===== src/rtl/rpg_consts.svh =====
`ifndef RPG_CONSTS_SVH
`define RPG_CONSTS_SVH

// ==========================================================================
// Register indices. The printed offsets are not all multiples of four, so
// each one is kept as an index and its byte address is four times that.
// ==========================================================================
`define RPG_IDX_RECEIVE_PORT_CONTROL 8'h0C
`define RPG_IDX_IO_SUPPLY_CONTROL    8'h0D
`define RPG_IDX_PIN_LEVEL_READBACK   8'h0E
`define RPG_IDX_PIN_INPUT_ENABLES    8'h0F
`define RPG_IDX_PIN0_OUTPUT_CONTROL  8'h10

// ==========================================================================
// Field positions.
// ==========================================================================
`define RPG_LINK_MAP_MSB      7
`define RPG_LINK_MAP_LSB      4
`define RPG_RX_ENABLE_MSB     3
`define RPG_RX_ENABLE_LSB     0
`define RPG_HV_SELECT_BIT     7
`define RPG_OVERRIDE_BIT      6
`define RPG_SUPPLY_MODE_MSB   5
`define RPG_SUPPLY_MODE_LSB   4

// ==========================================================================
// Reset values and fixed read values.
// ==========================================================================
`define RPG_RST_LINK_MAP       4'h0
`define RPG_RST_RX_ENABLE      4'hF
`define RPG_RST_HV_SELECT      1'b0
`define RPG_RST_OVERRIDE       1'b0
`define RPG_RST_SUPPLY_MODE    2'h0
`define RPG_IO_RESERVED_VALUE  4'h9
`define RPG_RST_PIN_LEVELS     8'h00
`define RPG_RST_INPUT_ENABLES  8'hFF
`define RPG_RST_PIN0_CONTROL   8'h00
`define RPG_MODE_1V8           2'h0
`define RPG_MODE_3V3           2'h3

// ==========================================================================
// Bus answers.
// ==========================================================================
`define RPG_RESP_OKAY    2'h0
`define RPG_RESP_DECERR  2'h3
`define RPG_READ_ZERO    32'h0000_0000

`endif


===== src/rtl/rpg_pkg.sv =====
// ==========================================================================
// Types shared by the register slice and its users.
// ==========================================================================
package rpg_pkg;

   // Receiver enables and back-channel link routing.
   typedef struct packed {
      logic [3:0] link_target_port_select; // Bit n routes link n to port 1.
      logic [3:0] receiver_enable;         // Bit n enables receiver n.
   } rpg_rx_ctl_type;

   // Applied I/O supply controls.
   typedef struct packed {
      logic       high_voltage_io_select;  // 1 selects the 3.3V supply.
      logic [1:0] supply_mode;             // 00 is 1.8V, 11 is 3.3V.
   } rpg_io_supply_control_type;

endpackage


===== src/rtl/rpg_sync.sv =====
`timescale 1ns/1ps

// ==========================================================================
// Two-flop synchroniser for the pin levels and the detected supply level.
// ==========================================================================
module rpg_sync (
   // Clock and reset.
   input  wire logic       clock,
   input  wire logic       rst_n,
   // Asynchronous levels in.
   input  wire logic [8:0] async_in,
   // Synchronised levels out.
   output logic      [8:0] sync_out
);

   logic [8:0] first_stage; // Read only by the second stage.

   // The first stage may go metastable; only the second stage looks at it.
   always_ff @(posedge clock or negedge rst_n) begin
      if (!rst_n) begin
         first_stage <= 9'h000;
         sync_out    <= 9'h000;
      end else begin
         first_stage <= async_in;
         sync_out    <= first_stage;
      end
   end

endmodule


===== src/rtl/rpg_regs.sv =====
// Implementation choice: the AXI4-Lite register port.
`timescale 1ns/1ps
`include "rpg_consts.svh"

// Overview of operation
// [RQ1] Bits 7:4 route each link to port 0/1.
// [RQ2] Bits 3:0 enable receivers, reset enabled.
// [RQ3] Bit 7 selects 1.8V or 3.3V I/O.
// [RQ4] Override clear: detected level drives both controls.
// [RQ5] Override set: written values drive both controls.
// [RQ6] Mode 00 1.8V, 11 3.3V; reads show detection. The code reads back the written values while the override is set.
// [RQ7] Read-only register shows eight pin levels.
// [RQ8] Eight input enables, one per pin, reset on.

// ==========================================================================
// Receive port, I/O supply and pin register slice on AXI4-Lite.
// ==========================================================================
module rpg_regs (
   // Clock and reset.
   input  wire logic                   clock,
   input  wire logic                   rst_n,
   // AXI4-Lite write address channel.
   input  wire logic [7:0]             s_axi_awaddr,
   input  wire logic                   s_axi_awvalid,
   output logic                        s_axi_awready,
   // AXI4-Lite write data channel.
   input  wire logic [31:0]            s_axi_wdata,
   input  wire logic [3:0]             s_axi_wstrb,
   input  wire logic                   s_axi_wvalid,
   output logic                        s_axi_wready,
   // AXI4-Lite write response channel.
   output logic [1:0]                  s_axi_bresp,
   output logic                        s_axi_bvalid,
   input  wire logic                   s_axi_bready,
   // AXI4-Lite read address channel.
   input  wire logic [7:0]             s_axi_araddr,
   input  wire logic                   s_axi_arvalid,
   output logic                        s_axi_arready,
   // AXI4-Lite read data channel.
   output logic [31:0]                 s_axi_rdata,
   output logic [1:0]                  s_axi_rresp,
   output logic                        s_axi_rvalid,
   input  wire logic                   s_axi_rready,
   // Pins and detected supply level, asynchronous.
   input  wire logic [7:0]             gpio_pin_level,
   input  wire logic                   io_voltage_detect,
   // Controls applied to the rest of the device.
   output rpg_pkg::rpg_rx_ctl_type     rx_ctl,
   output rpg_pkg::rpg_io_supply_control_type     io_supply_control,
   output logic [7:0]                  pin_input_enables,
   output logic [7:0]                  pin0_output_control
);
   import rpg_pkg::*;

   // ======================================================================
   // Storage.
   // ======================================================================
   logic [3:0] link_target_port_select; // Link routing bits.
   logic [3:0] receiver_enable;         // Receiver enable bits.
   logic       sw_high_voltage_select;  // Written voltage select.
   logic       supply_level_override;   // Override of detection.
   logic [1:0] sw_supply_mode;          // Written supply mode.
   logic [7:0] pin_level_bits;          // Sampled pin levels.
   logic [7:0] input_enable;            // Per-pin input enables.
   logic [7:0] pin0_control;            // Pin 0 output control byte.
   logic [8:0] synced;                  // Synchronised pins and detection.
   logic       detected_3v3;            // Detected supply is 3.3V.
   logic       applied_select;          // Voltage select in effect.
   logic [1:0] applied_mode;            // Supply mode in effect.

   // Write channel holding state.
   logic       aw_held;                 // Write address accepted.
   logic       w_held;                  // Write data accepted.
   logic [7:0] aw_addr;                 // Held write address.
   logic [7:0] w_data;                  // Held low byte of write data.
   logic       w_lane0;                 // Held strobe of byte lane 0.

   // ======================================================================
   // Address decode shared by the read and write paths.
   // ======================================================================
   // Returns 1 when the byte address is word aligned and hits the index.
   function automatic logic addr_hits(input logic [7:0] addr, input logic [7:0] idx);
      logic [9:0] byte_addr;
      byte_addr = {idx, 2'b00};
      addr_hits = ({2'b00, addr} == byte_addr);
   endfunction

   // Returns 1 when the byte address hits any register of the slice.
   function automatic logic addr_mapped(input logic [7:0] addr);
      addr_mapped = addr_hits(addr, `RPG_IDX_RECEIVE_PORT_CONTROL)
                  | addr_hits(addr, `RPG_IDX_IO_SUPPLY_CONTROL)
                  | addr_hits(addr, `RPG_IDX_PIN_LEVEL_READBACK)
                  | addr_hits(addr, `RPG_IDX_PIN_INPUT_ENABLES)
                  | addr_hits(addr, `RPG_IDX_PIN0_OUTPUT_CONTROL);
   endfunction

   // ======================================================================
   // Pin and detection synchronisers.
   // ======================================================================
   rpg_sync u_sync (
      .clock    (clock),
      .rst_n    (rst_n),
      .async_in ({io_voltage_detect, gpio_pin_level}),
      .sync_out (synced)
   );

   assign detected_3v3 = synced[8];

   // ======================================================================
   // Supply control selection.
   // ======================================================================
   // Detection wins unless software has set the override.
   always_comb begin
      if (supply_level_override) begin
         applied_select = sw_high_voltage_select; // RQ5
         applied_mode   = sw_supply_mode;         // RQ5
      end else begin
         applied_select = detected_3v3;           // RQ4
         applied_mode   = detected_3v3 ? `RPG_MODE_3V3 : `RPG_MODE_1V8; // RQ6
      end
   end

   // ======================================================================
   // Write channel.
   // ======================================================================
   // Each channel is ready while its own item is not yet held and no write answer is pending.
   assign s_axi_awready = !aw_held && !s_axi_bvalid;
   assign s_axi_wready  = !w_held && !s_axi_bvalid;

   // Capture the write address and data in either order.
   always_ff @(posedge clock or negedge rst_n) begin
      if (!rst_n) begin
         aw_held <= 1'b0;
         w_held  <= 1'b0;
         aw_addr <= 8'h00;
         w_data  <= 8'h00;
         w_lane0 <= 1'b0;
      end else if (aw_held && w_held) begin
         // The write is performed this edge; release both holders.
         aw_held <= 1'b0;
         w_held  <= 1'b0;
      end else begin
         if (s_axi_awvalid && s_axi_awready) begin
            aw_held <= 1'b1;
            aw_addr <= s_axi_awaddr;
         end
         if (s_axi_wvalid && s_axi_wready) begin
            w_held  <= 1'b1;
            w_data  <= s_axi_wdata[7:0];
            w_lane0 <= s_axi_wstrb[0];
         end
      end
   end

   // Raise the write response once both halves are held.
   always_ff @(posedge clock or negedge rst_n) begin
      if (!rst_n) begin
         s_axi_bvalid <= 1'b0;
         s_axi_bresp  <= `RPG_RESP_OKAY;
      end else if (aw_held && w_held) begin
         s_axi_bvalid <= 1'b1;
         s_axi_bresp  <= addr_mapped(aw_addr) ? `RPG_RESP_OKAY : `RPG_RESP_DECERR;
      end else if (s_axi_bvalid && s_axi_bready) begin
         s_axi_bvalid <= 1'b0;
      end
   end

   // ======================================================================
   // Register updates.
   // ======================================================================
   // Receive port control: routing and enables, written in lane 0.
   always_ff @(posedge clock or negedge rst_n) begin
      if (!rst_n) begin
         link_target_port_select <= `RPG_RST_LINK_MAP;
         receiver_enable         <= `RPG_RST_RX_ENABLE;
      end else if (aw_held && w_held && w_lane0
                   && addr_hits(aw_addr, `RPG_IDX_RECEIVE_PORT_CONTROL)) begin
         link_target_port_select <= w_data[`RPG_LINK_MAP_MSB:`RPG_LINK_MAP_LSB];   // RQ1
         receiver_enable         <= w_data[`RPG_RX_ENABLE_MSB:`RPG_RX_ENABLE_LSB]; // RQ2
      end
   end

   // I/O supply control: written values are kept even while not applied.
   always_ff @(posedge clock or negedge rst_n) begin
      if (!rst_n) begin
         sw_high_voltage_select <= `RPG_RST_HV_SELECT;
         supply_level_override  <= `RPG_RST_OVERRIDE;
         sw_supply_mode         <= `RPG_RST_SUPPLY_MODE;
      end else if (aw_held && w_held && w_lane0
                   && addr_hits(aw_addr, `RPG_IDX_IO_SUPPLY_CONTROL)) begin
         sw_high_voltage_select <= w_data[`RPG_HV_SELECT_BIT];                       // RQ3
         supply_level_override  <= w_data[`RPG_OVERRIDE_BIT];                        // RQ5
         sw_supply_mode         <= w_data[`RPG_SUPPLY_MODE_MSB:`RPG_SUPPLY_MODE_LSB]; // RQ6
      end
   end

   // Per-pin input enables.
   always_ff @(posedge clock or negedge rst_n) begin
      if (!rst_n) begin
         input_enable <= `RPG_RST_INPUT_ENABLES;
      end else if (aw_held && w_held && w_lane0
                   && addr_hits(aw_addr, `RPG_IDX_PIN_INPUT_ENABLES)) begin
         input_enable <= w_data; // RQ8
      end
   end

   // Pin 0 output control byte, stored whole for the output mux downstream.
   always_ff @(posedge clock or negedge rst_n) begin
      if (!rst_n) begin
         pin0_control <= `RPG_RST_PIN0_CONTROL;
      end else if (aw_held && w_held && w_lane0
                   && addr_hits(aw_addr, `RPG_IDX_PIN0_OUTPUT_CONTROL)) begin
         pin0_control <= w_data;
      end
   end

   // Pin levels are sampled every cycle; a disabled input reads as low.
   always_ff @(posedge clock or negedge rst_n) begin
      if (!rst_n) begin
         pin_level_bits <= `RPG_RST_PIN_LEVELS;
      end else begin
         pin_level_bits <= synced[7:0] & input_enable; // RQ7 RQ8
      end
   end

   // ======================================================================
   // Read channel.
   // ======================================================================
   // One read at a time; a new address is taken once the data is gone.
   assign s_axi_arready = !s_axi_rvalid;

   // Form the read data at the edge that takes the address.
   always_ff @(posedge clock or negedge rst_n) begin
      if (!rst_n) begin
         s_axi_rvalid <= 1'b0;
         s_axi_rdata  <= `RPG_READ_ZERO;
         s_axi_rresp  <= `RPG_RESP_OKAY;
      end else if (s_axi_arvalid && s_axi_arready) begin
         s_axi_rvalid <= 1'b1;
         s_axi_rresp  <= addr_mapped(s_axi_araddr) ? `RPG_RESP_OKAY : `RPG_RESP_DECERR;
         if (addr_hits(s_axi_araddr, `RPG_IDX_RECEIVE_PORT_CONTROL)) begin
            s_axi_rdata <= {24'h00_0000, link_target_port_select, receiver_enable};
         end else if (addr_hits(s_axi_araddr, `RPG_IDX_IO_SUPPLY_CONTROL)) begin
            // Reads show the applied level, detected unless overridden.
            s_axi_rdata <= {24'h00_0000, applied_select, supply_level_override,
                            applied_mode, `RPG_IO_RESERVED_VALUE}; // RQ6
         end else if (addr_hits(s_axi_araddr, `RPG_IDX_PIN_LEVEL_READBACK)) begin
            s_axi_rdata <= {24'h00_0000, pin_level_bits}; // RQ7
         end else if (addr_hits(s_axi_araddr, `RPG_IDX_PIN_INPUT_ENABLES)) begin
            s_axi_rdata <= {24'h00_0000, input_enable};
         end else if (addr_hits(s_axi_araddr, `RPG_IDX_PIN0_OUTPUT_CONTROL)) begin
            s_axi_rdata <= {24'h00_0000, pin0_control};
         end else begin
            // Unmapped addresses read as zero with a decode error.
            s_axi_rdata <= `RPG_READ_ZERO;
         end
      end else if (s_axi_rvalid && s_axi_rready) begin
         s_axi_rvalid <= 1'b0;
      end
   end

   // ======================================================================
   // Control outputs, all from flip-flops.
   // ======================================================================
   // Applied supply controls are registered so the pads see clean levels.
   always_ff @(posedge clock or negedge rst_n) begin
      if (!rst_n) begin
         io_supply_control <= '{`RPG_RST_HV_SELECT, `RPG_RST_SUPPLY_MODE};
      end else begin
         io_supply_control <= '{applied_select, applied_mode}; // RQ3 RQ4 RQ5
      end
   end

   assign rx_ctl              = '{link_target_port_select, receiver_enable}; // RQ1 RQ2
   assign pin_input_enables   = input_enable;
   assign pin0_output_control = pin0_control;

endmodule


===== config.mk =====
export PLATFORM = sky130hd
export DESIGN_NAME = rpg_regs
export DESIGN_NICKNAME = d
export VERILOG_FILES = /design/src/rtl/rpg_pkg.sv /design/src/rtl/rpg_sync.sv /design/src/rtl/rpg_regs.sv
export VERILOG_INCLUDE_DIRS = /design/src /design/src/rtl
export SDC_FILE = /design/constraint.sdc
export NUM_CORES = 1
export LEC_CHECK = 0
export BUFFER_PORTS_ARGS = -buffer_cell sky130_fd_sc_hd__buf_2
export CORE_MARGIN = 8
export CORE_UTILIZATION = 35
export DETAILED_ROUTE_END_ITERATION = 10
export HOLD_SLACK_MARGIN = 0.15
export PLACE_DENSITY = 0.61
export SETUP_SLACK_MARGIN = 0.5
export SYNTH_ARGS = -nofsm -noshare
export SYNTH_HDL_FRONTEND = slang
export SYNTH_SLANG_ARGS = --single-unit

===== constraint.sdc =====
create_clock -name clock -period 2.2 [get_ports clock]
set_clock_uncertainty 0.15 [all_clocks]
set_input_delay 0.11 -clock clock [delete_from_list [all_inputs] [get_ports clock]]
set_output_delay 0.11 -clock clock [all_outputs]
set_load 0.01 [all_outputs]

==> results.py, run 1 <==
metrics = {
    "sta": {
        "finalCriticalPeriod_ns": 1.730,
        "setup-tns-final_ns": 0,
        "finalHoldViolCount": 0,
        "relSlewSlack_pct": 62.40,
        "tightest_slew_ns": 0.5629,
        "clock.fmax_mhz": 577.9,
        "slew_violations": 0,
        "period_share_pct": 78.66,
        "finalSetupViolations": 0,
        "worst_hold_slack_ns": 0.1951,
        "rsz0062_at_grt": "true",
    },
    "critical_path": {
        "required_ns": 2.33,
        "cpPeakStageDelay_ns": 0.41,
        "worstSetupEndpoint": "pin_input_enables[2]",
        "rr_startpoint": "aw_addr[1]",
        "r2r_slack_ns": 0.47,
        "critical_path_class": "register to register",
        "end_kind": "register",
        "reg2regPathDepth": 4,
        "cp_max_fo": 8,
        "cp.arrival_ns": 1.86,
        "startpoint_type": "register",
        "worstPathCellList": "nor3_4 -> nand4_1 -> or2_4 -> mux2_4",
        "crit_slowest_cell": "dfrtp_1",
        "cp-startpoint": "aw_addr[1]",
        "rr_endpoint": "pin_input_enables[2]",
    },
    "route": {
        "drt_wl_total_mm": 9.025,
        "avgRoutedWirePerCell_um": 16.35,
        "dr.pass1.iters": 4,
        "drt_iter0_markers": 103,
        "detail-route-antenna-nets": 0,
        "route.detailed.drc": 0,
        "vias": 2609,
        "viasPerCell": 4.726,
    },
    "cells_and_area": {
        "finalNetCount": 479,
        "n_fill_cell": 970,
        "syn_to_final_growth_pct": 30.02,
        "drive_gt1_share_pct": 41.35,
        "design_area_sq_um": 4861,
        "final_common_cell": "buf_2",
        "layout_common_cells": "buf_2, dfrtp_1, dlygate4sd3_1, mux2_2, conb_1",
        "regArea_sq_um": 2220,
        "multi_input_area_sq_um": 1416,
        "antennaDiodeCount": 0,
    },
    "yosys": {
        "synth.distinct_cells": 50,
        "syn_area_sq_um": 3739,
        "ys_ff_latch": 88,
        "syn_avg_cell_area_sq_um": 13.03,
        "async_flop_share_pct": 100.0,
        "yosysWarnings": 0,
        "ys_seq_area_share_pct": 59.30,
        "synthCells": 287,
        "ys.flop_type": "dfrtp_1",
        "synth-edff-count": 0,
    },
    "cts": {
        "insertion_delay_ns": 0.35,
        "htree_num_levels": 3,
        "cts-root-buf": "clkbuf_8",
        "clockBufferDepth": 2,
        "clock_sinks": 88,
        "numCtsBuffers": 9,
        "clkTransAtPathRegs_ns": 0.08,
        "cts_tree": "done",
    },
    "power_and_ir_drop": {
        "p_leak_uw": 0.002366,
        "power_uw": 4240,
        "p_per_area_nw_per_um2": 872.2,
        "vdd_drop_max_mv": 0.6076,
    },
    "grt": {
        "grt_usage_pct": 12.89,
        "grt_pass1_wl_mm": 14.71,
        "grt_start_max_net_pins": 59,
        "grt-ovfl-total": 0,
        "grt_pass1_vias": 2790,
        "grt_antenna_before_repair": 0,
    },
    "job": {
        "cap_violations": 0,
    },
    "floorplan": {
        "dieHeight_um": 119.4,
        "dieArea_sq_um": 14240,
        "rows": 37,
        "die_x_um": 119.4,
        "io_pins": 136,
        "initial_core_util_pct": 36.05,
        "core_area_sq_um": 10370,
    },
    "outcome": {
        "status": "finished clean",
    },
    "place": {
        "dp_hpwl_mm": 6.488,
        "port_buffers": 84,
        "gp_congestion": 0.7560,
        "place_area_sq_um": 4212,
    },
    "worst_hold_path": {
        "hold_path_class": "primary input to register",
    },
}
## final cells by class
cell class	instances	area share [%]
inverter	6	0.4633
clock buffer	14	3.140
multi-input combinational	181	29.14
timing repair buffer	125	17.30
sequential	88	45.66
tap	136	3.501
clock inverter	2	0.7979
## report_power, final
part / total [uW] / switching (uW) / internal (uW) / leakage [uW]
Combinational: 912 / 428 / 485 / 0.00120
Sequential: 2230 / 307 / 1920 / 0.00107
Clock: 1100 / 534 / 561 / 0.0000949
Total: 4240 / 1270 / 2970 / 0.00237
## repair_timing
item                       in CTS  in global routing
resized for setup               9                 11
hold endpoints to repair      117                  2
hold buffers                   35                  1
buffers inserted                2                  0
pin swaps                       4                  4
setup endpoints to repair      37                 43
## worst max-delay path: cells and delay by family, from the launching register on
family | cells | cell delay (ns)
and+or+nand+nor | 3 | 0.78
DFF | 1 | 0.41
muxes | 1 | 0.32
## per-layer routing
layer  track usage [%]  wire (um)
met5                 0          0
met4             3.903        114
met3             4.251        719
met2             19.88       4072
met1             16.86       4118
## worst min path at each step
stage | from | end | slack, ns | depth (start not counted)
after global routing | s_axi_araddr[1] | s_axi_rdata[4] | 0.21 | 4
after CTS | s_axi_araddr[0] | s_axi_rdata[4] | 0.16 | 5
after global placement | rst_n | u_sync.first_stage[3] | -0.08 | 1
after detailed placement | rst_n | u_sync.first_stage[3] | -0.08 | 1
after floorplan | rst_n | aw_addr[0] | -0.34 | 0
final | s_axi_araddr[3] | s_axi_rdata[1] | 0.20 | 3
## state kept, by name, summed over array words and instances (netlist names)
signal,cells
sw_high_voltage_select,1
s_axi_rresp,1
pin0_output_control,8
s_axi_rvalid,1
w_data,8
aw_held,1
s_axi_bresp,1
receiver_enable,4
supply_level_override,1
link_target_port_select,4
io_supply_control,3
s_axi_rdata,8
u_sync.sync_out,9
aw_addr,8
s_axi_bvalid,1
u_sync.first_stage,9
w_lane0,1
w_held,1
pin_level_bits,8
pin_input_enables,8
sw_supply_mode,2
## synth_stat cells, drive strengths merged (3+ instances only)
cell | instances | area share (%)
nand3 | 3 | 0.40
nand2 | 16 | 1.6
o31ai | 3 | 0.60
clkbuf | 4 | 0.40
dfrtp | 76 | 51
mux2i | 3 | 0.80
inv | 6 | 0.60
and3 | 3 | 0.64
mux2 | 44 | 14
o21ai | 7 | 0.94
nand2b | 3 | 0.50
a21o | 4 | 0.80
nor2 | 13 | 1.3
nor3 | 3 | 0.84
and2 | 11 | 1.8
o22ai | 3 | 0.50
dfstp | 12 | 8.4
a21oi | 11 | 1.5
buf | 31 | 6.1
## stage by stage
| step | util (%) | setup WS [ns] | cells |
|---|---|---|---|
| final | 46.88 | 0.4696 | 552 |
| after global routing | 46.88 | 0.3911 | 552 |
| after CTS | 46.32 | 0.4567 | 551 |
| after detailed placement | 40.61 | 0.2648 | 498 |
| after global placement | 40.61 | 0.3003 | 498 |
| after floorplan | - | 0.5147 | 310 |
## logic make-up (layout without fill, tap and decap cells)
logic type / count (synthesis) / in the layout / synth area share [%]
buffers and inverters: 41 / 147 / 7.061
AND/OR/NAND/NOR: 66 / 66 / 10.68
other: 1 / 24 / 0.1003
multiplexers: 47 / 47 / 14.86
flip-flops: 88 / 88 / 59.30
AO/OA/AOI/OAI: 44 / 44 / 7.999
Power figures use the tool's default switching activity.
==> inputs of run 2 (changes only) <==
PLACE_DENSITY = 0.63   (was 0.61)
clock period = 1.4 ns   (was 2.2 ns; I/O delays follow)
==> results.py, run 2 (synthesized netlist as in run 1, its figures left out) <==
metrics = {
    "outcome": {
        "status": "finished with violations",
        "violations": "negative hold slack, negative setup slack",
    },
    "sta": {
        "finalCriticalPeriod_ns": 1.739,
        "finalHoldViolCount": 84,
        "worst_hold_slack_ns": -0.5818,
        "rsz0062_at_grt": "true",
        "slew_violations": 0,
        "period_share_pct": 124.2,
        "fin_ws_ns": -0.3386,
        "setup-tns-final_ns": -9.696,
        "finalSetupViolations": 46,
        "clock.fmax_mhz": 575.2,
    },
    "cells_and_area": {
        "design_area_sq_um": 6171,
        "antennaDiodeCount": 0,
        "drive_gt1_share_pct": 61.51,
        "syn_to_final_growth_pct": 65.06,
        "layout_common_cells": "dfrtp_1, buf_2, buf_6, buf_4, mux2_4",
        "reg_top3": "u_sync.first_stage: 9 flops, u_sync.sync_out: 9 flops",
        "final_common_cell": "dfrtp_1",
        "finalNetCount": 554,
        "fin_util_pct": 59.51,
    },
    "cts": {
        "htree_num_levels": 3,
        "clock_sinks": 88,
        "insertion_delay_ns": 0.36,
        "cts_tree": "done",
        "cts-root-buf": "clkbuf_8",
        "hold_buffers": 29,
        "clkTransAtPathRegs_ns": 0.09,
        "clockBufferDepth": 2,
        "numCtsBuffers": 9,
    },
    "route": {
        "dr.pass1.iters": 4,
        "avgRoutedWirePerCell_um": 17.63,
        "detail-route-antenna-nets": 0,
        "viasPerCell": 4.710,
        "drt_iter0_markers": 105,
        "vias": 2953,
        "route.detailed.drc": 0,
        "drt_wl_total_mm": 11.05,
    },
    "power_and_ir_drop": {
        "vdd_drop_max_mv": 1.078,
        "p_leak_uw": 0.002979,
        "power_uw": 8572,
        "p_per_area_nw_per_um2": 1389,
    },
    "critical_path": {
        "required_ns": 1.54,
        "critical_path_class": "register to register",
        "worstSetupEndpoint": "pin_input_enables[6]",
        "cp.arrival_ns": 1.87,
        "rr_endpoint": "pin_input_enables[6]",
        "end_kind": "register",
        "cp_max_fo": 8,
        "r2r_slack_ns": -0.34,
        "startpoint_type": "register",
        "cp-startpoint": "aw_addr[1]",
        "rr_startpoint": "aw_addr[1]",
        "reg2regPathDepth": 5,
    },
    "place": {
        "dp_hpwl_mm": 7.077,
        "preCtsSetupSlack_ns": -0.4605,
        "port_buffers": 84,
        "place_area_sq_um": 4619,
        "gp_congestion": 0.7766,
    },
    "floorplan": {
        "rows": 37,
        "dieArea_sq_um": 14240,
        "core_area_sq_um": 10370,
        "io_pins": 136,
        "initial_core_util_pct": 36.05,
        "dieHeight_um": 119.4,
        "die_x_um": 119.4,
    },
    "grt": {
        "grt_start_max_net_pins": 32,
        "grt-ovfl-total": 0,
        "grt_pass1_vias": 3187,
        "grt_pass1_wl_mm": 17.06,
        "grt_antenna_before_repair": 0,
        "grt_usage_pct": 15.07,
    },
    "job": {
        "cap_violations": 0,
    },
    "worst_hold_path": {
        "hold_path_class": "primary input to asynchronous set/reset pin",
    },
}
-- run 2: where the power goes --
group	total, uW	internal, uW	switching (uW)
clock	2010	1110	896
sequential	3540	3020	521
combinational	3020	1890	1130
-- run 2: layout make-up --
class	instances	area, sq um
Fill cell	798	4199
Sequential cell	88	2220
Timing Repair Buffer	200	1770
Multi-Input combinational cell	181	1752
Tap cell	136	170.2
Clock buffer	12	155.1
Clock inverter	4	76.32
Inverter	6	27.53
-- run 2: worst min path at each step --
stage,from,endpoint,cells after the start
after global routing,rst_n,u_sync.first_stage[2],1
after CTS,rst_n,u_sync.first_stage[1],1
after floorplan,rst_n,aw_addr[0],0
final,rst_n,u_sync.first_stage[1],1
after global placement,rst_n,u_sync.first_stage[1],1
after detailed placement,rst_n,u_sync.first_stage[1],1
-- run 2: layer usage --
| layer | wire (um) | share of wire [%] | GRT usage [%] |
|---|---|---|---|
| met3 | 765 | 6.9 | 4.676 |
| met1 | 4693 | 42 | 18.26 |
| met2 | 5481 | 50 | 25.47 |
| met5 | 0 | 0 | 0 |
| met4 | 113 | 1.0 | 4.059 |
-- run 2: what timing repair did --
action | CTS | global route
endpoints found under the hold margin | 127 | 110
resized for setup | 79 | 52
gates cloned | 2 | 1
pin swaps | 22 | 18
setup endpoints to repair | 112 | 119
setup buffers | 38 | 13
-- run 2: worst max-delay path: stages (launching register included) --
cell	delay, ns
dfrtp_1	0.41
nor3_4	0.26
nand4_1	0.14
or2_1	0.26
buf_12	0.16
mux2_4	0.29
-- run 2: per-stage QoR --
stage / instances / hold WS, ns
floorplan: 310 / -0.3756
global placement: 528 / -0.1367
detailed placement: 528 / -0.1326
CTS: 613 / -0.5314
global route: 627 / -0.5917
finish: 627 / -0.5818
==> inputs of run 3 (changes only) <==
CTS_BUF_LIST = sky130_fd_sc_hd__clkbuf_4 sky130_fd_sc_hd__clkbuf_8 sky130_fd_sc_hd__clkbuf_16   (was unset)
==> results.py, run 3 (synthesized netlist as in run 1, its figures left out) <==
metrics = {
    "power_and_ir_drop": {
        "sw_frac_of_total_pct": 29.68,
        "p_per_area_nw_per_um2": 1391,
        "comb_power_share_pct": 35.2,
        "vdd_drop_max_mv": 1.078,
        "clkPwrFrac_pct": 23.6,
        "seq_power_share_pct": 41.2,
        "p_leak_uw": 0.002983,
        "p_int_uw": 6042,
        "power.switching_uw": 2550,
    },
    "place": {
        "gp_congestion": 0.7766,
        "port_buffers": 84,
        "place_area_sq_um": 4619,
        "preCtsSetupSlack_ns": -0.4605,
        "dp_hpwl_mm": 7.077,
    },
    "floorplan": {
        "die_x_um": 119.4,
        "initial_core_util_pct": 36.05,
        "io_pins": 136,
        "core_area_sq_um": 10370,
        "dieArea_sq_um": 14240,
        "rows": 37,
        "dieHeight_um": 119.4,
    },
    "grt": {
        "grt_use_met1_pct": 18.26,
        "grtUsageMet2_pct": 25.47,
        "met3_usage_pct": 4.676,
        "grt_start_max_net_pins": 32,
        "busiest_layer": "met2",
        "grt_usage_pct": 15.07,
        "grt_pass1_vias": 3187,
        "grt_pass1_wl_mm": 17.06,
        "grt_antenna_before_repair": 0,
        "grt-ovfl-total": 0,
    },
    "worst_hold_path": {
        "hold_path_class": "primary input to asynchronous set/reset pin",
    },
    "route": {
        "drt_iter0_markers": 106,
        "detail-route-antenna-nets": 0,
        "dr.pass1.iters": 4,
        "drt_wl_total_mm": 11.05,
        "viasPerCell": 4.710,
        "avgRoutedWirePerCell_um": 17.63,
        "vias": 2953,
        "route.detailed.drc": 0,
    },
    "outcome": {
        "violations": "negative hold slack, negative setup slack",
        "status": "finished with violations",
    },
    "cts": {
        "numCtsBuffers": 9,
        "insertion_delay_ns": 0.36,
        "cts_tree": "done",
        "clkTransAtPathRegs_ns": 0.09,
        "hold_buffers": 29,
        "clockBufferDepth": 2,
        "htree_num_levels": 3,
        "cts-root-buf": "clkbuf_8",
        "clock_sinks": 88,
    },
    "cells_and_area": {
        "drive_gt1_share_pct": 61.71,
        "antennaDiodeCount": 0,
        "fin_util_pct": 59.54,
        "n_fill_cell": 798,
        "design_area_sq_um": 6175,
        "final_common_cell": "dfrtp_1",
        "syn_to_final_growth_pct": 65.16,
        "finalNetCount": 554,
        "reg_top3": "u_sync.first_stage: 9 flops, u_sync.sync_out: 9 flops",
        "layout_common_cells": "dfrtp_1, buf_2, buf_6, buf_4, mux2_4",
    },
    "critical_path": {
        "required_ns": 1.54,
        "rr_startpoint": "aw_addr[1]",
        "cp_max_fo": 8,
        "end_kind": "register",
        "startpoint_type": "register",
        "critical_path_class": "register to register",
        "crit_slowest_cell": "dfrtp_1",
        "cp-startpoint": "aw_addr[1]",
        "cp.arrival_ns": 1.87,
        "worstPathCellList": "nor3_4 -> nand4_1 -> or2_1 -> buf_12 -> mux2_4",
        "cpPeakStageDelay_ns": 0.41,
    },
    "sta": {
        "slew_violations": 0,
        "finalSetupViolations": 46,
        "worst_hold_slack_ns": -0.5818,
        "rsz0062_at_grt": "true",
        "finalHoldViolCount": 84,
        "period_share_pct": 124.2,
        "finalCriticalPeriod_ns": 1.739,
        "clock.fmax_mhz": 575.2,
        "fin_ws_ns": -0.3386,
    },
    "job": {
        "cap_violations": 0,
    },
}
run 3: cell counts in the layout (fill, tap and decap cells not counted):
Identical to the previous run, type by type.
run 3: worst paths after layout:
check	slack, ns	endpoint	cells after the start
setup / recovery	-0.34	pin_input_enables[6]	5
hold / removal	-0.58	u_sync.first_stage[1]	1
hold reg to reg	0.20	u_sync.sync_out[4]	0
max in group asynchronous	0.58	receiver_enable[2]	3
setup reg to reg	-0.34	pin_input_enables[6]	5
min in group clock	-0.01	s_axi_rvalid	4
run 3: worst max-delay path: cells and delay by family (launching register included):
family | cells | cell delay [ns]
multiplexers | 1 | 0.29
AND/OR/NAND/NOR | 3 | 0.66
buffers and inverters | 1 | 0.16
flip-flops | 1 | 0.41
run 3: timing repair:
item | CTS | global route
endpoints found under the setup margin | 112 | 119
buffers inserted | 38 | 13
hold endpoints to repair | 127 | 110
gates cloned | 2 | 1
pin swaps | 22 | 18
resized for setup | 79 | 52
run 3: cell type report:
cell class                 count  area, sq um  area share (%)
multi-input combinational    181         1752           28.37
timing repair buffer         200         1770           28.67
sequential                    88         2220           35.95
clock buffer                  12        158.9           2.573
inverter                       6        27.53          0.4458
tap                          136        170.2           2.756
clock inverter                 4        76.32           1.236
run 3: power groups by stage:
stage | clock network [uW] | logic, uW | registers [uW]
after floorplan | 0 | 1070 | 3470
after global placement | 0 | 1790 | 3470
after detailed placement | 0 | 1810 | 3510
after CTS | 2060 | 2600 | 3500
after global routing | 2190 | 3210 | 3590
final | 2030 | 3020 | 3540
run 3: routing by layer:
metal	share of wire [%]	vias to the layer above
li1	-	1357
met5	0	-
met4	1.0	0
met3	6.9	12
met2	50	97
met1	42	1487
run 3: through the flow:
| stage | power (uW) | instances | setup TNS, ns |
|---|---|---|---|
| after global routing | 9002 | 627 | -12.09 |
| final | 8592 | 627 | -9.696 |
| after global placement | 5263 | 528 | -10.31 |
| after detailed placement | 5326 | 528 | -11.99 |
| after CTS | 8156 | 613 | -9.505 |
| after floorplan | 4540 | 310 | -7.526 |
